File: config.mk
export PLATFORM = sky130hd
export DESIGN_NAME = pfr_read_port
export DESIGN_NICKNAME = d
export VERILOG_FILES = /design/src/rtl/pfr_pkg.sv /design/src/rtl/pfr_read_port.sv /design/src/rtl/pfr_flash_seq.sv
export SDC_FILE = /design/constraint.sdc
export NUM_CORES = 1
export LEC_CHECK = 0
export ABC_AREA = 1
export BUFFER_PORTS_ARGS = -buffer_cell sky130_fd_sc_hd__buf_2
export CAP_MARGIN = 30
export CORE_UTILIZATION = 52
export CTS_BUF_LIST = sky130_fd_sc_hd__clkbuf_4
export CTS_CLUSTER_SIZE = 28
export DETAILED_ROUTE_END_ITERATION = 7
export PLACE_DENSITY = 0.93
export RECOVER_POWER = 50
export SLEW_MARGIN = 20
export SYNTH_ARGS = -nofsm -noshare
export SYNTH_HDL_FRONTEND = slang
export SYNTH_SLANG_ARGS = --single-unit
export TNS_END_PERCENT = 10
File: constraint.sdc
create_clock -name aclk -period 1.67 [get_ports aclk]
set_input_delay 0.334 -clock aclk [delete_from_list [all_inputs] [get_ports aclk]]
set_output_delay 0.334 -clock aclk [all_outputs]
set_load 0.02 [all_outputs]
File: src/rtl/pfr_pkg.sv
package pfr_pkg;
    localparam int          ADDR_W         = 13;
    localparam int          WORD_W         = 14;
    localparam int          BUS_AW         = 5;
    localparam logic [4:0]  OFF_CONTROL    = 5'h00;
    localparam logic [4:0]  OFF_DATA_HIGH  = 5'h04;
    localparam logic [4:0]  OFF_DATA_LOW   = 5'h08;
    localparam logic [4:0]  OFF_ADDR_HIGH  = 5'h0c;
    localparam logic [4:0]  OFF_ADDR_LOW   = 5'h10;
    localparam logic [4:0]  OFF_DISCARD    = 5'h14;
    localparam int          START_BIT      = 0;
    localparam int          RSVD_BIT       = 7;
    localparam logic [7:0]  CONTROL_RESET  = 8'h80;
    localparam logic [7:0]  BYTE_RESET     = 8'h00;
    localparam logic [1:0]  FETCH_CYCLES   = 2'h2;
    localparam logic [1:0]  RESP_OKAY      = 2'h0;
    localparam logic [1:0]  RESP_SLVERR    = 2'h2;
    typedef enum logic [2:0]
    {
        ST_IDLE  = 3'b001,
        ST_FETCH = 3'b010,
        ST_LOAD  = 3'b100
    } pfr_state_t;
endpackage

File: src/rtl/pfr_read_port.sv
`timescale 1ns/100ps
module pfr_read_port
    import pfr_pkg::*;
(
    input  wire logic                        aclk,
    input  wire logic                        aresetn,
    input  wire logic [pfr_pkg::BUS_AW-1:0]  s_axi_awaddr,
    input  wire logic [2:0]                  s_axi_awprot,
    input  wire logic                        s_axi_awvalid,
    output logic                             s_axi_awready,
    input  wire logic [31:0]                 s_axi_wdata,
    input  wire logic [3:0]                  s_axi_wstrb,
    input  wire logic                        s_axi_wvalid,
    output logic                             s_axi_wready,
    output logic [1:0]                       s_axi_bresp,
    output logic                             s_axi_bvalid,
    input  wire logic                        s_axi_bready,
    input  wire logic [pfr_pkg::BUS_AW-1:0]  s_axi_araddr,
    input  wire logic [2:0]                  s_axi_arprot,
    input  wire logic                        s_axi_arvalid,
    output logic                             s_axi_arready,
    output logic [31:0]                      s_axi_rdata,
    output logic [1:0]                       s_axi_rresp,
    output logic                             s_axi_rvalid,
    input  wire logic                        s_axi_rready,
    output logic                             flash_rd,
    output logic [pfr_pkg::ADDR_W-1:0]       flash_addr,
    input  wire logic [pfr_pkg::WORD_W-1:0]  flash_rdata,
    output logic                             insn_discard,
    output logic                             read_busy
);
    logic                aw_hold_q, aw_hold_d;
    logic [BUS_AW-1:0]   aw_addr_q, aw_addr_d;
    logic                w_hold_q, w_hold_d;
    logic [7:0]          w_byte_q, w_byte_d;
    logic                w_lane_q, w_lane_d;
    logic                bvalid_q, bvalid_d;
    logic [1:0]          bresp_q, bresp_d;
    logic                rvalid_q, rvalid_d;
    logic [1:0]          rresp_q, rresp_d;
    logic [31:0]         rdata_q, rdata_d;
    logic                start_q, start_d;
    logic [4:0]          adr_hi_q, adr_hi_d;
    logic [7:0]          adr_lo_q, adr_lo_d;
    logic [5:0]          dat_hi_q, dat_hi_d;
    logic [7:0]          dat_lo_q, dat_lo_d;
    logic                disc_q, disc_d;
    logic                busy_q, busy_d;
    logic                go_q, go_d;
    logic                awready_q, awready_d;
    logic                wready_q, wready_d;
    logic                arready_q, arready_d;
    logic                do_write;
    logic                seq_rd, seq_disc, seq_done;
    logic [ADDR_W-1:0]   seq_addr;
    logic [WORD_W-1:0]   seq_word;

    // mapped-offset check shared by read and write decode
    function automatic logic is_mapped(input logic [BUS_AW-1:0] a);
        is_mapped = (a == OFF_CONTROL) || (a == OFF_DATA_HIGH) || (a == OFF_DATA_LOW) ||
                    (a == OFF_ADDR_HIGH) || (a == OFF_ADDR_LOW) || (a == OFF_DISCARD);
    endfunction

    // zero-extend one register byte onto the 32-bit read bus
    function automatic logic [31:0] byte_word(input logic [7:0] b);
        byte_word = {24'h0, b};
    endfunction

    // fetch sequencer
    pfr_flash_seq u_seq
    (
        .aclk        (aclk),
        .aresetn     (aresetn),
        .start       (go_q),
        .addr        ({adr_hi_q, adr_lo_q}),
        .flash_rdata (flash_rdata),
        .flash_rd    (seq_rd),
        .flash_addr  (seq_addr),
        .discard     (seq_disc),
        .done        (seq_done),
        .word        (seq_word)
    );

    // a write commits once address and data are both held and no response is pending
    assign do_write = aw_hold_q && w_hold_q && !bvalid_q;

    // write channel capture in either order, then one response
    always_comb
    begin
        aw_hold_d = aw_hold_q;
        aw_addr_d = aw_addr_q;
        w_hold_d  = w_hold_q;
        w_byte_d  = w_byte_q;
        w_lane_d  = w_lane_q;
        bvalid_d  = bvalid_q;
        bresp_d   = bresp_q;
        // capture each channel on its own handshake
        if (s_axi_awvalid && s_axi_awready)
        begin
            aw_hold_d = 1'b1;
            aw_addr_d = s_axi_awaddr;
        end
        if (s_axi_wvalid && s_axi_wready)
        begin
            w_hold_d = 1'b1;
            w_byte_d = s_axi_wdata[7:0];
            w_lane_d = s_axi_wstrb[0];
        end
        if (do_write)
        begin
            aw_hold_d = 1'b0;
            w_hold_d  = 1'b0;
            bvalid_d  = 1'b1;
            bresp_d   = is_mapped(aw_addr_q) ? RESP_OKAY : RESP_SLVERR;
        end
        else if (bvalid_q && s_axi_bready)
        begin
            bvalid_d = 1'b0;
        end
        // readiness is registered so every handshake output comes from a flop
        awready_d = !aw_hold_d && !bvalid_d;
        wready_d  = !w_hold_d && !bvalid_d;
    end

    // register file; completion clear loses to a fresh software set
    always_comb
    begin
        start_d  = start_q;
        go_d     = 1'b0;
        adr_hi_d = adr_hi_q;
        adr_lo_d = adr_lo_q;
        dat_hi_d = dat_hi_q;
        dat_lo_d = dat_lo_q;
        disc_d   = seq_disc ? 1'b1 : disc_q;
        busy_d   = start_q;
        // a completed fetch loads the data pair and drops the start bit
        if (seq_done)
        begin
            start_d  = 1'b0;
            dat_hi_d = seq_word[WORD_W-1:8];
            dat_lo_d = seq_word[7:0];
        end
        // software writes land through byte lane 0 only
        if (do_write && w_lane_q)
        begin
            case (aw_addr_q)
                OFF_CONTROL:
                begin
                    if (w_byte_q[START_BIT] && (!start_q || seq_done))
                    begin
                        start_d = 1'b1;
                        go_d    = 1'b1;
                    end
                end
                OFF_DATA_HIGH:
                begin
                    dat_hi_d = w_byte_q[5:0];
                end
                OFF_DATA_LOW:
                begin
                    dat_lo_d = w_byte_q;
                end
                OFF_ADDR_HIGH:
                begin
                    adr_hi_d = w_byte_q[4:0];
                end
                OFF_ADDR_LOW:
                begin
                    adr_lo_d = w_byte_q;
                end
                OFF_DISCARD:
                begin
                    disc_d = disc_q & ~w_byte_q[0];
                end
                default:
                begin
                    go_d = 1'b0;                            // unmapped offset writes nothing
                end
            endcase
        end
        // the discard flag's hardware set wins over a same-cycle clear
        if (seq_disc)
        begin
            disc_d = 1'b1;
        end
    end

    // read channel with zero-filled unimplemented bits, except control bit 7 (RSVD_BIT), which reads as one
    always_comb
    begin
        rvalid_d = rvalid_q;
        rresp_d  = rresp_q;
        rdata_d  = rdata_q;
        // answer a taken read address in the next cycle
        if (s_axi_arvalid && s_axi_arready)
        begin
            rvalid_d = 1'b1;
            rresp_d  = is_mapped(s_axi_araddr) ? RESP_OKAY : RESP_SLVERR;
            case (s_axi_araddr)
                OFF_CONTROL:
                begin
                    rdata_d = byte_word(CONTROL_RESET | {7'h0, start_q});
                end
                OFF_DATA_HIGH:
                begin
                    rdata_d = byte_word({2'h0, dat_hi_q});
                end
                OFF_DATA_LOW:
                begin
                    rdata_d = byte_word(dat_lo_q);
                end
                OFF_ADDR_HIGH:
                begin
                    rdata_d = byte_word({3'h0, adr_hi_q});
                end
                OFF_ADDR_LOW:
                begin
                    rdata_d = byte_word(adr_lo_q);
                end
                OFF_DISCARD:
                begin
                    rdata_d = byte_word({7'h0, disc_q});
                end
                default:
                begin
                    rdata_d = 32'h0;
                end
            endcase
        end
        else if (rvalid_q && s_axi_rready)
        begin
            rvalid_d = 1'b0;
        end
        // a new read address is taken only while no answer is pending
        arready_d = !rvalid_d;
    end

    // all registers
    always_ff @(posedge aclk)
    begin
        if (!aresetn)
        begin
            aw_hold_q <= 1'b0;
            aw_addr_q <= '0;
            w_hold_q  <= 1'b0;
            w_byte_q  <= BYTE_RESET;
            w_lane_q  <= 1'b0;
            bvalid_q  <= 1'b0;
            bresp_q   <= RESP_OKAY;
            rvalid_q  <= 1'b0;
            rresp_q   <= RESP_OKAY;
            rdata_q   <= 32'h0;
            start_q   <= 1'b0;
            go_q      <= 1'b0;
            adr_hi_q  <= 5'h00;
            adr_lo_q  <= BYTE_RESET;
            dat_hi_q  <= 6'h00;
            dat_lo_q  <= BYTE_RESET;
            disc_q    <= 1'b0;
            busy_q    <= 1'b0;
            awready_q <= 1'b1;
            wready_q  <= 1'b1;
            arready_q <= 1'b1;
        end
        else
        begin
            aw_hold_q <= aw_hold_d;
            aw_addr_q <= aw_addr_d;
            w_hold_q  <= w_hold_d;
            w_byte_q  <= w_byte_d;
            w_lane_q  <= w_lane_d;
            bvalid_q  <= bvalid_d;
            bresp_q   <= bresp_d;
            rvalid_q  <= rvalid_d;
            rresp_q   <= rresp_d;
            rdata_q   <= rdata_d;
            start_q   <= start_d;
            go_q      <= go_d;
            adr_hi_q  <= adr_hi_d;
            adr_lo_q  <= adr_lo_d;
            dat_hi_q  <= dat_hi_d;
            dat_lo_q  <= dat_lo_d;
            disc_q    <= disc_d;
            busy_q    <= busy_d;
            awready_q <= awready_d;
            wready_q  <= wready_d;
            arready_q <= arready_d;
        end
    end

    // bus handshake outputs, all flop-driven
    assign s_axi_awready = awready_q;
    assign s_axi_wready  = wready_q;
    assign s_axi_bvalid  = bvalid_q;
    assign s_axi_bresp   = bresp_q;
    assign s_axi_arready = arready_q;
    assign s_axi_rvalid  = rvalid_q;
    assign s_axi_rresp   = rresp_q;
    assign s_axi_rdata   = rdata_q;

    // sequencer outputs pass through; they are flops inside the sequencer
    assign flash_rd      = seq_rd;
    assign flash_addr    = seq_addr;
    assign insn_discard  = seq_disc;
    assign read_busy     = busy_q;
endmodule

File: src/rtl/pfr_flash_seq.sv
`timescale 1ns/100ps
module pfr_flash_seq
    import pfr_pkg::*;
(
    input  wire logic                    aclk,
    input  wire logic                    aresetn,
    input  wire logic                    start,
    input  wire logic [pfr_pkg::ADDR_W-1:0] addr,
    input  wire logic [pfr_pkg::WORD_W-1:0] flash_rdata,
    output logic                         flash_rd,
    output logic [pfr_pkg::ADDR_W-1:0]   flash_addr,
    output logic                         discard,
    output logic                         done,
    output logic [pfr_pkg::WORD_W-1:0]   word
);
    pfr_state_t              state_q, state_d;
    logic [1:0]              cnt_q, cnt_d;
    logic                    rd_q, rd_d;
    logic                    disc_q, disc_d;
    logic                    done_q, done_d;
    logic [ADDR_W-1:0]       fa_q, fa_d;
    logic [WORD_W-1:0]       word_q, word_d;

    // two-cycle fetch sequencer; no protection input exists here
    always_comb
    begin
        state_d = state_q;
        cnt_d   = cnt_q;
        rd_d    = 1'b0;
        disc_d  = 1'b0;
        done_d  = 1'b0;
        fa_d    = fa_q;
        word_d  = word_q;
        case (state_q)
            ST_IDLE:
            begin
                if (start)
                begin
                    state_d = ST_FETCH;
                    cnt_d   = 2'h1;
                    rd_d    = 1'b1;
                    fa_d    = addr;
                end
            end
            ST_FETCH:
            begin
                cnt_d = cnt_q + 2'h1;
                if (cnt_q == FETCH_CYCLES - 2'h1)
                begin
                    disc_d  = 1'b1;
                    state_d = ST_LOAD;
                end
            end
            ST_LOAD:
            begin
                word_d  = flash_rdata;
                done_d  = 1'b1;
                state_d = ST_IDLE;
            end
            default:
            begin
                state_d = ST_IDLE;
            end
        endcase
    end

    // state registers
    always_ff @(posedge aclk)
    begin
        if (!aresetn)
        begin
            state_q <= ST_IDLE;
            cnt_q   <= 2'h0;
            rd_q    <= 1'b0;
            disc_q  <= 1'b0;
            done_q  <= 1'b0;
            fa_q    <= '0;
            word_q  <= '0;
        end
        else
        begin
            state_q <= state_d;
            cnt_q   <= cnt_d;
            rd_q    <= rd_d;
            disc_q  <= disc_d;
            done_q  <= done_d;
            fa_q    <= fa_d;
            word_q  <= word_d;
        end
    end

    assign flash_rd   = rd_q;
    assign flash_addr = fa_q;
    assign discard    = disc_q;
    assign done       = done_q;
    assign word       = word_q;
endmodule

After elaboration in Yosys (flattened, before gate mapping) --
Index checks and enable logic that the tools add are counted.
Storage, ports and cells: flip-flop bits (word level) 123, bits of input ports 73, output and inout port bits 57, word-level logic and storage cells 122
Cells by class: $add $sub $neg 1, equality and inequality tests 16, multiplexer cells 33, bitwise gates (word level) 2, reductions and logical operators 42
Operators by type and width (count):
- 8-bit one-hot mux with 6 select lines | 1
- 8-bit 2-to-1 mux | 3
- 5-bit by 4-bit equality test with 1-bit output (second input constant) | 4
- 5-bit equality test (second input constant) | 4
- 1-bit 2-to-1 mux | 19
- 6-bit 2-to-1 mux | 3
- 2-bit AND reduction | 8
- 1-bit logical AND | 11
- 1-bit logical OR | 11
- 5-bit by 3-bit equality test with 1-bit output (second input constant) | 2
- 5-bit logical NOT | 2
- 1-bit logical NOT | 6
- 2-bit 2-to-1 mux | 3
- 3-bit 2-to-1 mux | 2
- 3-bit one-hot mux with 2 select lines | 1
- 2-bit nonzero test | 3
- 2-bit one-hot mux with 2 select lines | 1
- 3-bit by 1-bit equality test with 1-bit output (second input constant) | 1
- 3-bit by 2-bit equality test with 1-bit output (second input constant) | 1
- 3-bit equality test (second input constant) | 1
- 3-bit AND reduction | 1
- 2-bit by 1-bit adder with 2-bit output (second input constant) | 1
- 2-bit by 1-bit equality test with 1-bit output (second input constant) | 1
- 2-bit by 1-bit != test with 1-bit output (second input constant) | 1
- other kinds (3) | 3

Longest topological paths before layout --
Gate-level depths: netlist of run 1.
word-level depth 7, depth in mapped cells 9, gate-level depth less buffers 9

Cells and area by module --
Synthesis of run 1 repeated with hierarchy kept, for this count alone.
Unflattened totals: cell total of the unflattened synthesis 559, area, all modules 4201.5 µm²
Modules (own cells, without submodules):
- pfr_read_port | times used 1, cells an instance 372, area an instance 2819.0 µm², sequential area each 1241.2 µm²
- pfr_flash_seq | times used 1, cells an instance 187, area an instance 1382.6 µm², sequential area each 700.7 µm²

Worst setup path after synthesis of run 1 --
Ideal clock, no wire load.
kind register -> register, start point register bvalid_q (netlist: s_axi_bvalid), end point register adr_lo_q[0], data arrival time 1177 ps, slack 364 ps, stages on the path, launching flop included 8, buffers on the path 1, period minus slack after synthesis 1306 ps, cells stage by stage dfxtp_1 > inv_1 > nand3_4 > nor2_8 > nand3_2 > buf_2 > a21oi_1 > nor2_1
On the way: cells in the longest elaborated chain, start to end 4
Ends and longest elaborated chain:
- from (decl) | line pfr_read_port.sv:37 | logic bvalid_q, bvalid_d;
- from (signal assigned) | line pfr_read_port.sv:272 | bvalid_q <= bvalid_d;
- 1-bit logical NOT | line pfr_read_port.sv:85 | assign do_write = aw_hold_q && w_hold_q && !bvalid_q;
- 1-bit logical AND | line pfr_read_port.sv:85
- 1-bit logical AND | line pfr_read_port.sv:144 | if (do_write && w_lane_q)
- 2-bit AND reduction (no source line)
- to (signal assigned) | line pfr_read_port.sv:280 | adr_lo_q <= adr_lo_d;
- to (decl) | line pfr_read_port.sv:44 | logic [7:0] adr_lo_q, adr_lo_d;
No other way between the ends. A chain may end at the register's enable or synchronous reset.

Final worst setup path of run 1 --
start point register bvalid_q (netlist: s_axi_bvalid), end point register dat_lo_q[1]
On the way: cells in the longest elaborated chain, start to end 4
Ends and longest elaborated chain:
- 1-bit logical NOT | line pfr_read_port.sv:85
- 1-bit logical AND | line pfr_read_port.sv:85
- 1-bit logical AND | line pfr_read_port.sv:144
- 8-bit 2-to-1 mux | line pfr_read_port.sv:144
- to (signal assigned) | line pfr_read_port.sv:282 | dat_lo_q <= dat_lo_d;
- to (decl) | line pfr_read_port.sv:46 | logic [7:0] dat_lo_q, dat_lo_d;
No other way between the ends.

==> impl_metrics.tcl, run 1 <==
set metrics [dict create \
    status "complete, no violations" \
    dieArea_mm2 0.00815 \
    seq_area_frac_synth_pct 47.9 \
    vdd_ir_drop_max_v 0.000500 \
    syn_avg_cell_area_um2 7.60 \
    finalWeightedCongestion 0.855 \
    clkTransAtPathRegs_ns 0.16 \
    internal-power_uw 2980 \
    fin_skew_ns 0.0218 \
    combPwrFrac_pct 9.4 \
    cts_sinks 97 \
    syn-cell-area_mm2 0.00405 \
    path_delay_family "simple AND/OR/NAND/NOR gates" \
    track_usage_pct 23.5 \
    vias_per_cell 5.25 \
    p_switching_uw 1140 \
    p_leak_uw 0.00203 \
    grt_overflow_total 0 \
    rows 31 \
    dr.first_iter.drc_count 218 \
    area_growth_pct 11.3 \
    cp.required_ns 2.06 \
    hold_viol 0 \
    rsz0062_at_grt "no" \
    arrival_ns 1.84 \
    layout_commonest_cell "dfxtp_1" \
    antennaDiodeCount 0 \
    die_width_um 90.3 \
    worstSkewPairLatency_ns 0.47 \
    period_share_pct 86.9 \
    cts_tree "yes" \
    finalNonFillerCells 701 \
    boundaryPins 130 \
    layout_common_cells "dfxtp_1 (97), nor2_1 (84), nand2_1 (75), o21ai_0 (74), buf_2 (61)" \
    wl_per_cell_um 13.1 \
    final_nets 671 \
    crit_path_end_kind "register" \
    drc 0 \
    min_period_ns 1.45 \
    critPathMaxFanout 15 \
    antenna_found_initial 0 \
    post_dp_cell_area_mm2 0.00438 \
    ys.flop_type "dfxtp_1" \
    wl_um 9200 \
    cts_resized 0 \
    h-tree-depth 3 \
    io_buffer_count 70 \
    tns_ns 0 \
    hold_class "in -> reg" \
    worst_path_largest_cell_delay_ns 0.34 \
    start_util_pct 54.7 \
    cp-start-kind "register" \
    synth_seq_cells 97 \
    grt_pass1_vias 3236 \
    path_class "reg -> reg" \
    synthDistinctLibCells 30 \
    path_cells "inv_1 -> nand3_4 -> nor2_8 -> nand2_4 -> nor2_4 -> o21ai_0 -> a21oi_1" \
    max_freq_ghz 0.689 \
    dp_hpwl_um 6650 \
    cts_buffer_depth 2 \
    setup_viol 0 \
    root_buffer "clkbuf_4" \
    grt_pass1_wl_um 15200 \
    grt_max_degree 75 \
    drive_above_1_share_pct 17.1 \
    holdBufCountCts 0 \
    maxSlewViolCount 0 \
    numCtsBuffers 9 \
    crit_slowest_cell "dfxtp_1" \
    seqPwrFrac_pct 58.6 \
    path_buf_inv 1 \
    clkPwrFrac_pct 32.1 \
    vias 3683 \
    synthCells 533 \
    design_area_mm2 0.00451 \
    die_h_um 90.3 \
    post_cts_buffers 0 \
    maxCapViolCount 0 \
    ant_nets 0 \
    p_sw_share_pct 27.7 \
    drt-pass1-iter-count 5 \
    core_mm2 0.00741 \
    placed_cells 685 \
    synth-edff-count 0 \
    yosysWarnings 0 \
    async_flop_share_pct 0 \
    cellPowerDensity_mw_per_mm2 913 \
]
==> stage by stage <==
step	hold WS (ns)	total power (uW)	utilization, %	worst slack [ns]
2_1_floorplan	0.434	2760	-	0.364
4_1_cts	0.0718	4130	61.2	0.223
3_3_place_gp	0.440	2830	59.1	0.242
6_report	0.0888	4120	60.9	0.219
5_1_grt	0.0819	4280	60.9	0.0596
3_5_place_dp	0.445	2840	59.1	0.192
==> worst min-delay path, stage by stage <==
cell and delay, ns:
buf_2 0.08, nor2_1 0.03, nor2_1 0.08
==> logic make-up after synthesis <==
family / after synthesis / synth area share [%]
and+or+nand+nor: 202 / 22.4
DFF: 97 / 47.9
other: 1 / 0.0926
buffers and inverters: 94 / 11.8
AOI/OAI and AO/OA: 138 / 17.5
adders and majority gates: 1 / 0.309
==> routing by layer <==
metal	track usage (%)	vias up	share of wire, %
met1	30.2	1676	44
li1	-	1820	-
met4	10.5	0	2.7
met2	37.8	165	47
met5	0	-	0
met3	5.30	22	6.9
==> synthesized netlist by cell type, types with 4 or more instances <==
master    instances  area share (%)
buf_4            28             5.2
nor2_2            4            0.62
dfxtp_1          97              48
o21ai_1           7            0.86
inv_1            38             3.5
nand4_1          19             2.9
o21ai_0          74             9.1
nand2_1          75             6.9
inv_2             4            0.37
buf_2            10             1.2
a21oi_1          50             6.2
nor2_1           84             7.8
clkbuf_1         11             1.0
nand3_1           8            0.99
==> power by group through the flow <==
| stage | Combinational (uW) | Sequential, uW | Clock, uW |
|---|---|---|---|
| final | 385 | 2410 | 1320 |
| after global routing | 423 | 2420 | 1430 |
| after CTS | 383 | 2410 | 1330 |
| after detailed placement | 381 | 2460 | 0 |
| after global placement | 369 | 2460 | 0 |
| after floorplan | 285 | 2470 | 0 |
==> state kept, by name, summed over array words and instances (netlist names), 2 cells and up <==
name	count
adr_hi_q	5
s_axi_rdata	8
adr_lo_q	8
w_byte_q	8
aw_addr_q	5
u_seq.state_q	3
u_seq.cnt_q	2
dat_lo_q	8
u_seq.flash_addr	13
u_seq.word	14
dat_hi_q	6
==> area by class of cell <==
class / count / area (um^2)
sequential: 97 / 1940
multi-input combinational: 367 / 1720
tap: 99 / 124
fill: 661 / 2900
clock buffer: 10 / 75.1
inverter: 44 / 165
clock inverter: 6 / 77.6
timing repair buffer: 78 / 408
==> worst paths after layout <==
path,from,endpoint,slack [ns],cells past startpoint
max,s_axi_bvalid,dat_lo_q[1],0.22,7
min,flash_rdata[0],u_seq.word[0],0.09,3
max reg2reg,s_axi_bvalid,dat_lo_q[1],0.22,7
min reg2reg,s_axi_bresp[1],s_axi_bresp[1],0.47,2
Power figures use the tool's default switching activity.
==> run 2: changes to the inputs <==
- CORE_UTILIZATION: 52 -> 29
- PLACE_DENSITY: 0.93 -> 0.62
- TNS_END_PERCENT: 10 -> 50
==> impl_metrics.tcl, run 2 (same netlist as run 1, synthesis figures left out) <==
set metrics [dict create \
    status "complete, no violations" \
    rsz0062_at_grt "no" \
    ant_nets 0 \
    die_width_um 120 \
    rrSetupSlack_ns 0.24 \
    r2r-end "dat_lo_q[2]" \
    hold_class "in -> reg" \
    root_buffer "clkbuf_4" \
    maxSlewViolCount 0 \
    seq_area_mm2 0.00194 \
    core_mm2 0.0135 \
    worstSkewPairLatency_ns 0.45 \
    drt-pass1-iter-count 5 \
    post_cts_buffers 0 \
    numCtsBuffers 9 \
    finish.utilization_pct 34.6 \
    cts_buffer_depth 2 \
    path_buf_inv 1 \
    cellPowerDensity_mw_per_mm2 911 \
    nFillCells 1485 \
    multi_input_area_mm2 0.00172 \
    path_cells "inv_1 -> nand3_4 -> nor2_8 -> nand2_4 -> nor2_4 -> o21ai_0 -> a21oi_1" \
    area_growth_pct 14.8 \
    dieArea_mm2 0.0144 \
    layout_common_cells "dfxtp_1 (97), nor2_1 (84), nand2_1 (75), o21ai_0 (74), buf_2 (62)" \
    die_h_um 120 \
    drive_above_1_share_pct 17.8 \
    cp.required_ns 2.07 \
    grt_pass1_vias 3214 \
    worst_path_largest_cell_delay_ns 0.34 \
    maxCapViolCount 0 \
    cts_sinks 97 \
    layout_commonest_cell "dfxtp_1" \
    hold_viol 0 \
    critPathMaxFanout 15 \
    path_class "reg -> reg" \
    boundaryPins 130 \
    antennaDiodeCount 0 \
    cp-start-kind "register" \
    setup_viol 0 \
    final_nets 675 \
    finalWeightedCongestion 0.853 \
    min_period_ns 1.43 \
    path_delay_family "simple AND/OR/NAND/NOR gates" \
    clkTransAtPathRegs_ns 0.15 \
    vias 3485 \
    cts_tree "yes" \
    fin_skew_ns 0.0238 \
    startpoint "s_axi_bvalid" \
    io_buffer_count 70 \
    h-tree-depth 3 \
    crit_path_end "dat_lo_q[2]" \
    tns_ns 0 \
    p_leak_uw 0.00205 \
    period_share_pct 85.7 \
    vdd_ir_drop_max_v 0.000353 \
    wl_per_cell_um 12.4 \
    track_usage_pct 13.9 \
    start_util_pct 30.1 \
    grt_max_degree 38 \
    largest_reg_flops 14 \
    wl_um 9660 \
    dp_hpwl_um 7260 \
    holdBufCountCts 0 \
    worstReg2RegStart "s_axi_bvalid" \
    dr.first_iter.drc_count 197 \
    max_freq_ghz 0.699 \
    grt_pass1_wl_um 15600 \
    arrival_ns 1.83 \
    crit_slowest_cell "dfxtp_1" \
    worstSetupPathDepth 7 \
    grt_overflow_total 0 \
    crit_path_end_kind "register" \
    antenna_found_initial 0 \
    vias_per_cell 4.46 \
    reg2reg_depth 7 \
    drc 0 \
    cts_resized 0 \
    rows 42 \
]
==> run 2: changes by cell type in the layout (fill, tap and decap cells not counted), sizes merged <==
cell / delta
buf: +4
bufinv: +1
clkbuf: +2
clkinv: -4
clkinvlp: +1
==> run 2: worst min-delay path by stage <==
stage / startpoint / endpoint / slack (ns) / cells past startpoint
after floorplan: busy_d / read_busy / 0.43 / 2
after detailed placement: s_axi_bresp[1] / s_axi_bresp[1] / 0.45 / 2
after global routing: flash_rdata[11] / u_seq.word[11] / 0.07 / 3
after CTS: flash_rdata[7] / u_seq.word[7] / 0.07 / 3
after global placement: s_axi_bresp[1] / s_axi_bresp[1] / 0.45 / 2
final: flash_rdata[0] / u_seq.word[0] / 0.09 / 3
==> run 2: final cells by class <==
class / count / area share (%)
tap: 176 / 4.74
multi-input combinational: 367 / 37.0
sequential: 97 / 41.8
inverter: 44 / 3.55
timing repair buffer: 82 / 9.36
clock buffer: 12 / 1.94
clock inverter: 4 / 1.64
==> run 2: through the flow <==
stage	cells	instance area [um^2]	setup WS, ns	hold WS (ns)	total power (uW)
after CTS	782	4670	0.245	0.0723	4290
after global placement	766	4510	0.207	0.447	2850
after global routing	782	4650	0.0545	0.0727	4430
after detailed placement	766	4510	0.185	0.446	2850
final	782	4650	0.239	0.0911	4240
after floorplan	558	4150	0.364	0.434	2760
==> run 2: worst register-to-register path, cell delays in order, from the launching register on <==
cell and delay [ns]:
dfxtp_1 0.34, inv_1 0.09, nand3_4 0.13, nor2_8 0.13, nand2_4 0.09, nor2_4 0.32
o21ai_0 0.16, a21oi_1 0.12
==> run 2: report_power, final <==
part / internal, uW / leakage [uW] / total, uW / switching, uW
Sequential: 2370 / 0.000787 / 2410 / 36.8
Clock: 665 / 0.0000882 / 1440 / 775
Combinational: 113 / 0.00118 / 388 / 275
Total: 3150 / 0.00205 / 4240 / 1090
==> run 2: metal layers <==
layer | vias to the layer above | wire length, um | global-route usage (%)
met5 | - | 0 | 0
met4 | 0 | 72 | 3.28
met3 | 6 | 625 | 4.06
met2 | 101 | 4230 | 22.3
met1 | 1552 | 4740 | 18.2
li1 | 1826 | - | -
==> run 3: changes to the inputs <==
- BUFFER_PORTS_ARGS: -buffer_cell sky130_fd_sc_hd__buf_2 -> default
- DONT_BUFFER_PORTS: default -> 1
- PLACE_DENSITY: 0.62 -> 0.55
==> impl_metrics.tcl, run 3 (same netlist as run 1, synthesis figures left out) <==
set metrics [dict create \
    io_buffer_count 0 \
    core_mm2 0.0135 \
    h-tree-depth 3 \
    die_h_um 120 \
    vias_per_cell 4.57 \
    grt_pass1_vias 3194 \
    rows 42 \
    r2r-end "dat_lo_q[0]" \
    clkTransAtPathRegs_ns 0.15 \
    worstSkewPairLatency_ns 0.47 \
    ant_nets 0 \
    path_cells "inv_1 -> nand3_4 -> nor2_8 -> nand2_4 -> nor2_4 -> o21ai_0 -> a21oi_1" \
    min_from "aresetn" \
    crit_path_end_kind "register" \
    max_freq_ghz 0.663 \
    drive_above_1_share_pct 7.85 \
    critPathMaxFanout 15 \
    die_width_um 120 \
    grt_pass1_wl_um 16500 \
    dr.first_iter.drc_count 223 \
    worstReg2RegStart "s_axi_bvalid" \
    p_leak_uw 0.00179 \
    dp_hpwl_um 7450 \
    layout_commonest_cell "dfxtp_1" \
    finalWeightedCongestion 0.770 \
    dieArea_mm2 0.0144 \
    crit_slowest_cell "dfxtp_1" \
    maxSlewViolCount 0 \
    boundaryPins 130 \
    status "complete, no violations" \
    grt_overflow_total 0 \
    rsz0062_at_grt "no" \
    grt_max_degree 63 \
    cp-start-kind "register" \
    antennaDiodeCount 0 \
    tns_ns 0 \
    start_util_pct 30.1 \
    worst_path_largest_cell_delay_ns 0.41 \
    min_to "aw_addr_q[4]" \
    vdd_ir_drop_max_v 0.000423 \
    cts_sinks 97 \
    hold_class "in -> reg" \
    final_nets 617 \
    antenna_found_initial 1 \
    track_usage_pct 15.0 \
    fin_skew_ns 0.0265 \
    vias 3309 \
    root_buffer "clkbuf_4" \
    arrival_ns 1.92 \
    layout_common_cells "dfxtp_1 (97), nor2_1 (84), nand2_1 (75), o21ai_0 (73), a21oi_1 (50)" \
    wl_per_cell_um 14.4 \
    rrSetupSlack_ns 0.16 \
    whs_ns 0.0248 \
    area_growth_pct 8.18 \
    hold_viol 0 \
    min_period_ns 1.51 \
    drc 0 \
    drt-pass1-iter-count 4 \
    wl_um 10500 \
    cts_buffer_depth 2 \
    timing.hold.worst_path_depth 2 \
    maxCapViolCount 0 \
    reg2reg_depth 7 \
    cp.required_ns 2.08 \
    numCtsBuffers 9 \
    path_class "reg -> reg" \
    period_share_pct 90.3 \
    cts_tree "yes" \
    cellPowerDensity_mw_per_mm2 885 \
    largest_reg_flops 14 \
    setup_viol 0 \
]
-- run 3: cell types whose count changed in the layout (fill, tap and decap cells not counted), sizes merged --
| cell | before | now |
|---|---|---|
| buf | 72 | 8 |
| dlygate4sd3 | 0 | 14 |
| clkbuf | 22 | 13 |
| clkinv | 2 | 5 |
| bufinv | 2 | 0 |
| clkinvlp | 1 | 2 |
| inv | 43 | 42 |
-- run 3: worst max-delay path by stage --
| stage | start | to | slack, ns | cells past startpoint |
|---|---|---|---|---|
| final | s_axi_bvalid | dat_lo_q[0] | 0.16 | 7 |
| after global routing | s_axi_bvalid | dat_lo_q[1] | 0.04 | 7 |
| after CTS | s_axi_bvalid | adr_hi_q[1] | 0.1 | 8 |
| after detailed placement | s_axi_bvalid | adr_hi_q[1] | 0.13 | 8 |
| after global placement | s_axi_bvalid | adr_hi_q[1] | 0.18 | 8 |
| after floorplan | s_axi_bvalid | adr_lo_q[0] | 0.36 | 7 |
-- run 3: per-stage QoR --
step	area (um^2)	utilization (%)	worst slack [ns]	std cells	total power, uW
after floorplan	4150	-	0.364	558	2760
after global placement	4120	30.6	0.176	693	2760
after detailed placement	4120	30.6	0.133	693	2760
after CTS	4400	32.7	0.100	724	3920
after global routing	4380	32.6	0.0449	724	4070
final	4380	32.6	0.163	724	3880
-- run 3: power breakdown --
part	internal [uW]	switching (uW)
clock	335	782
combinational	95.3	240
sequential	2370	55.8
total	2800	1080
-- run 3: routing by layer --
metal  up-vias  track usage [%]  part of all wire (%)
li1       1703                -                     -
met1      1514             19.4                    47
met2        80             23.2                    45
met3        12             5.00                   6.5
met4         0             5.23                   1.5
met5         -                0                     0
-- run 3: layout make-up --
type,count,area (um^2)
flip-flops and latches,97,1940
fillers,1483,9070
multi-input cells,367,1720
clock buffers,11,82.6
clock inverters,5,32.5
inverters,44,165
well taps,176,220
repair buffers,24,220
-- run 3: what timing repair did --
item,in CTS,in global routing
setup endpoints to repair,0,1
setup buffers,0,0
resized for setup,0,1
hold endpoints to repair,62,0
hold buffers,15,0
-- run 3: critical path, delay by kind of cell (launching register included) --
| kind | cells | cell delay, ns |
|---|---|---|
| DFF | 1 | 0.41 |
| buffers and inverters | 1 | 0.14 |
| and+or+nand+nor | 4 | 0.64 |
| AOI/OAI and AO/OA | 2 | 0.26 |
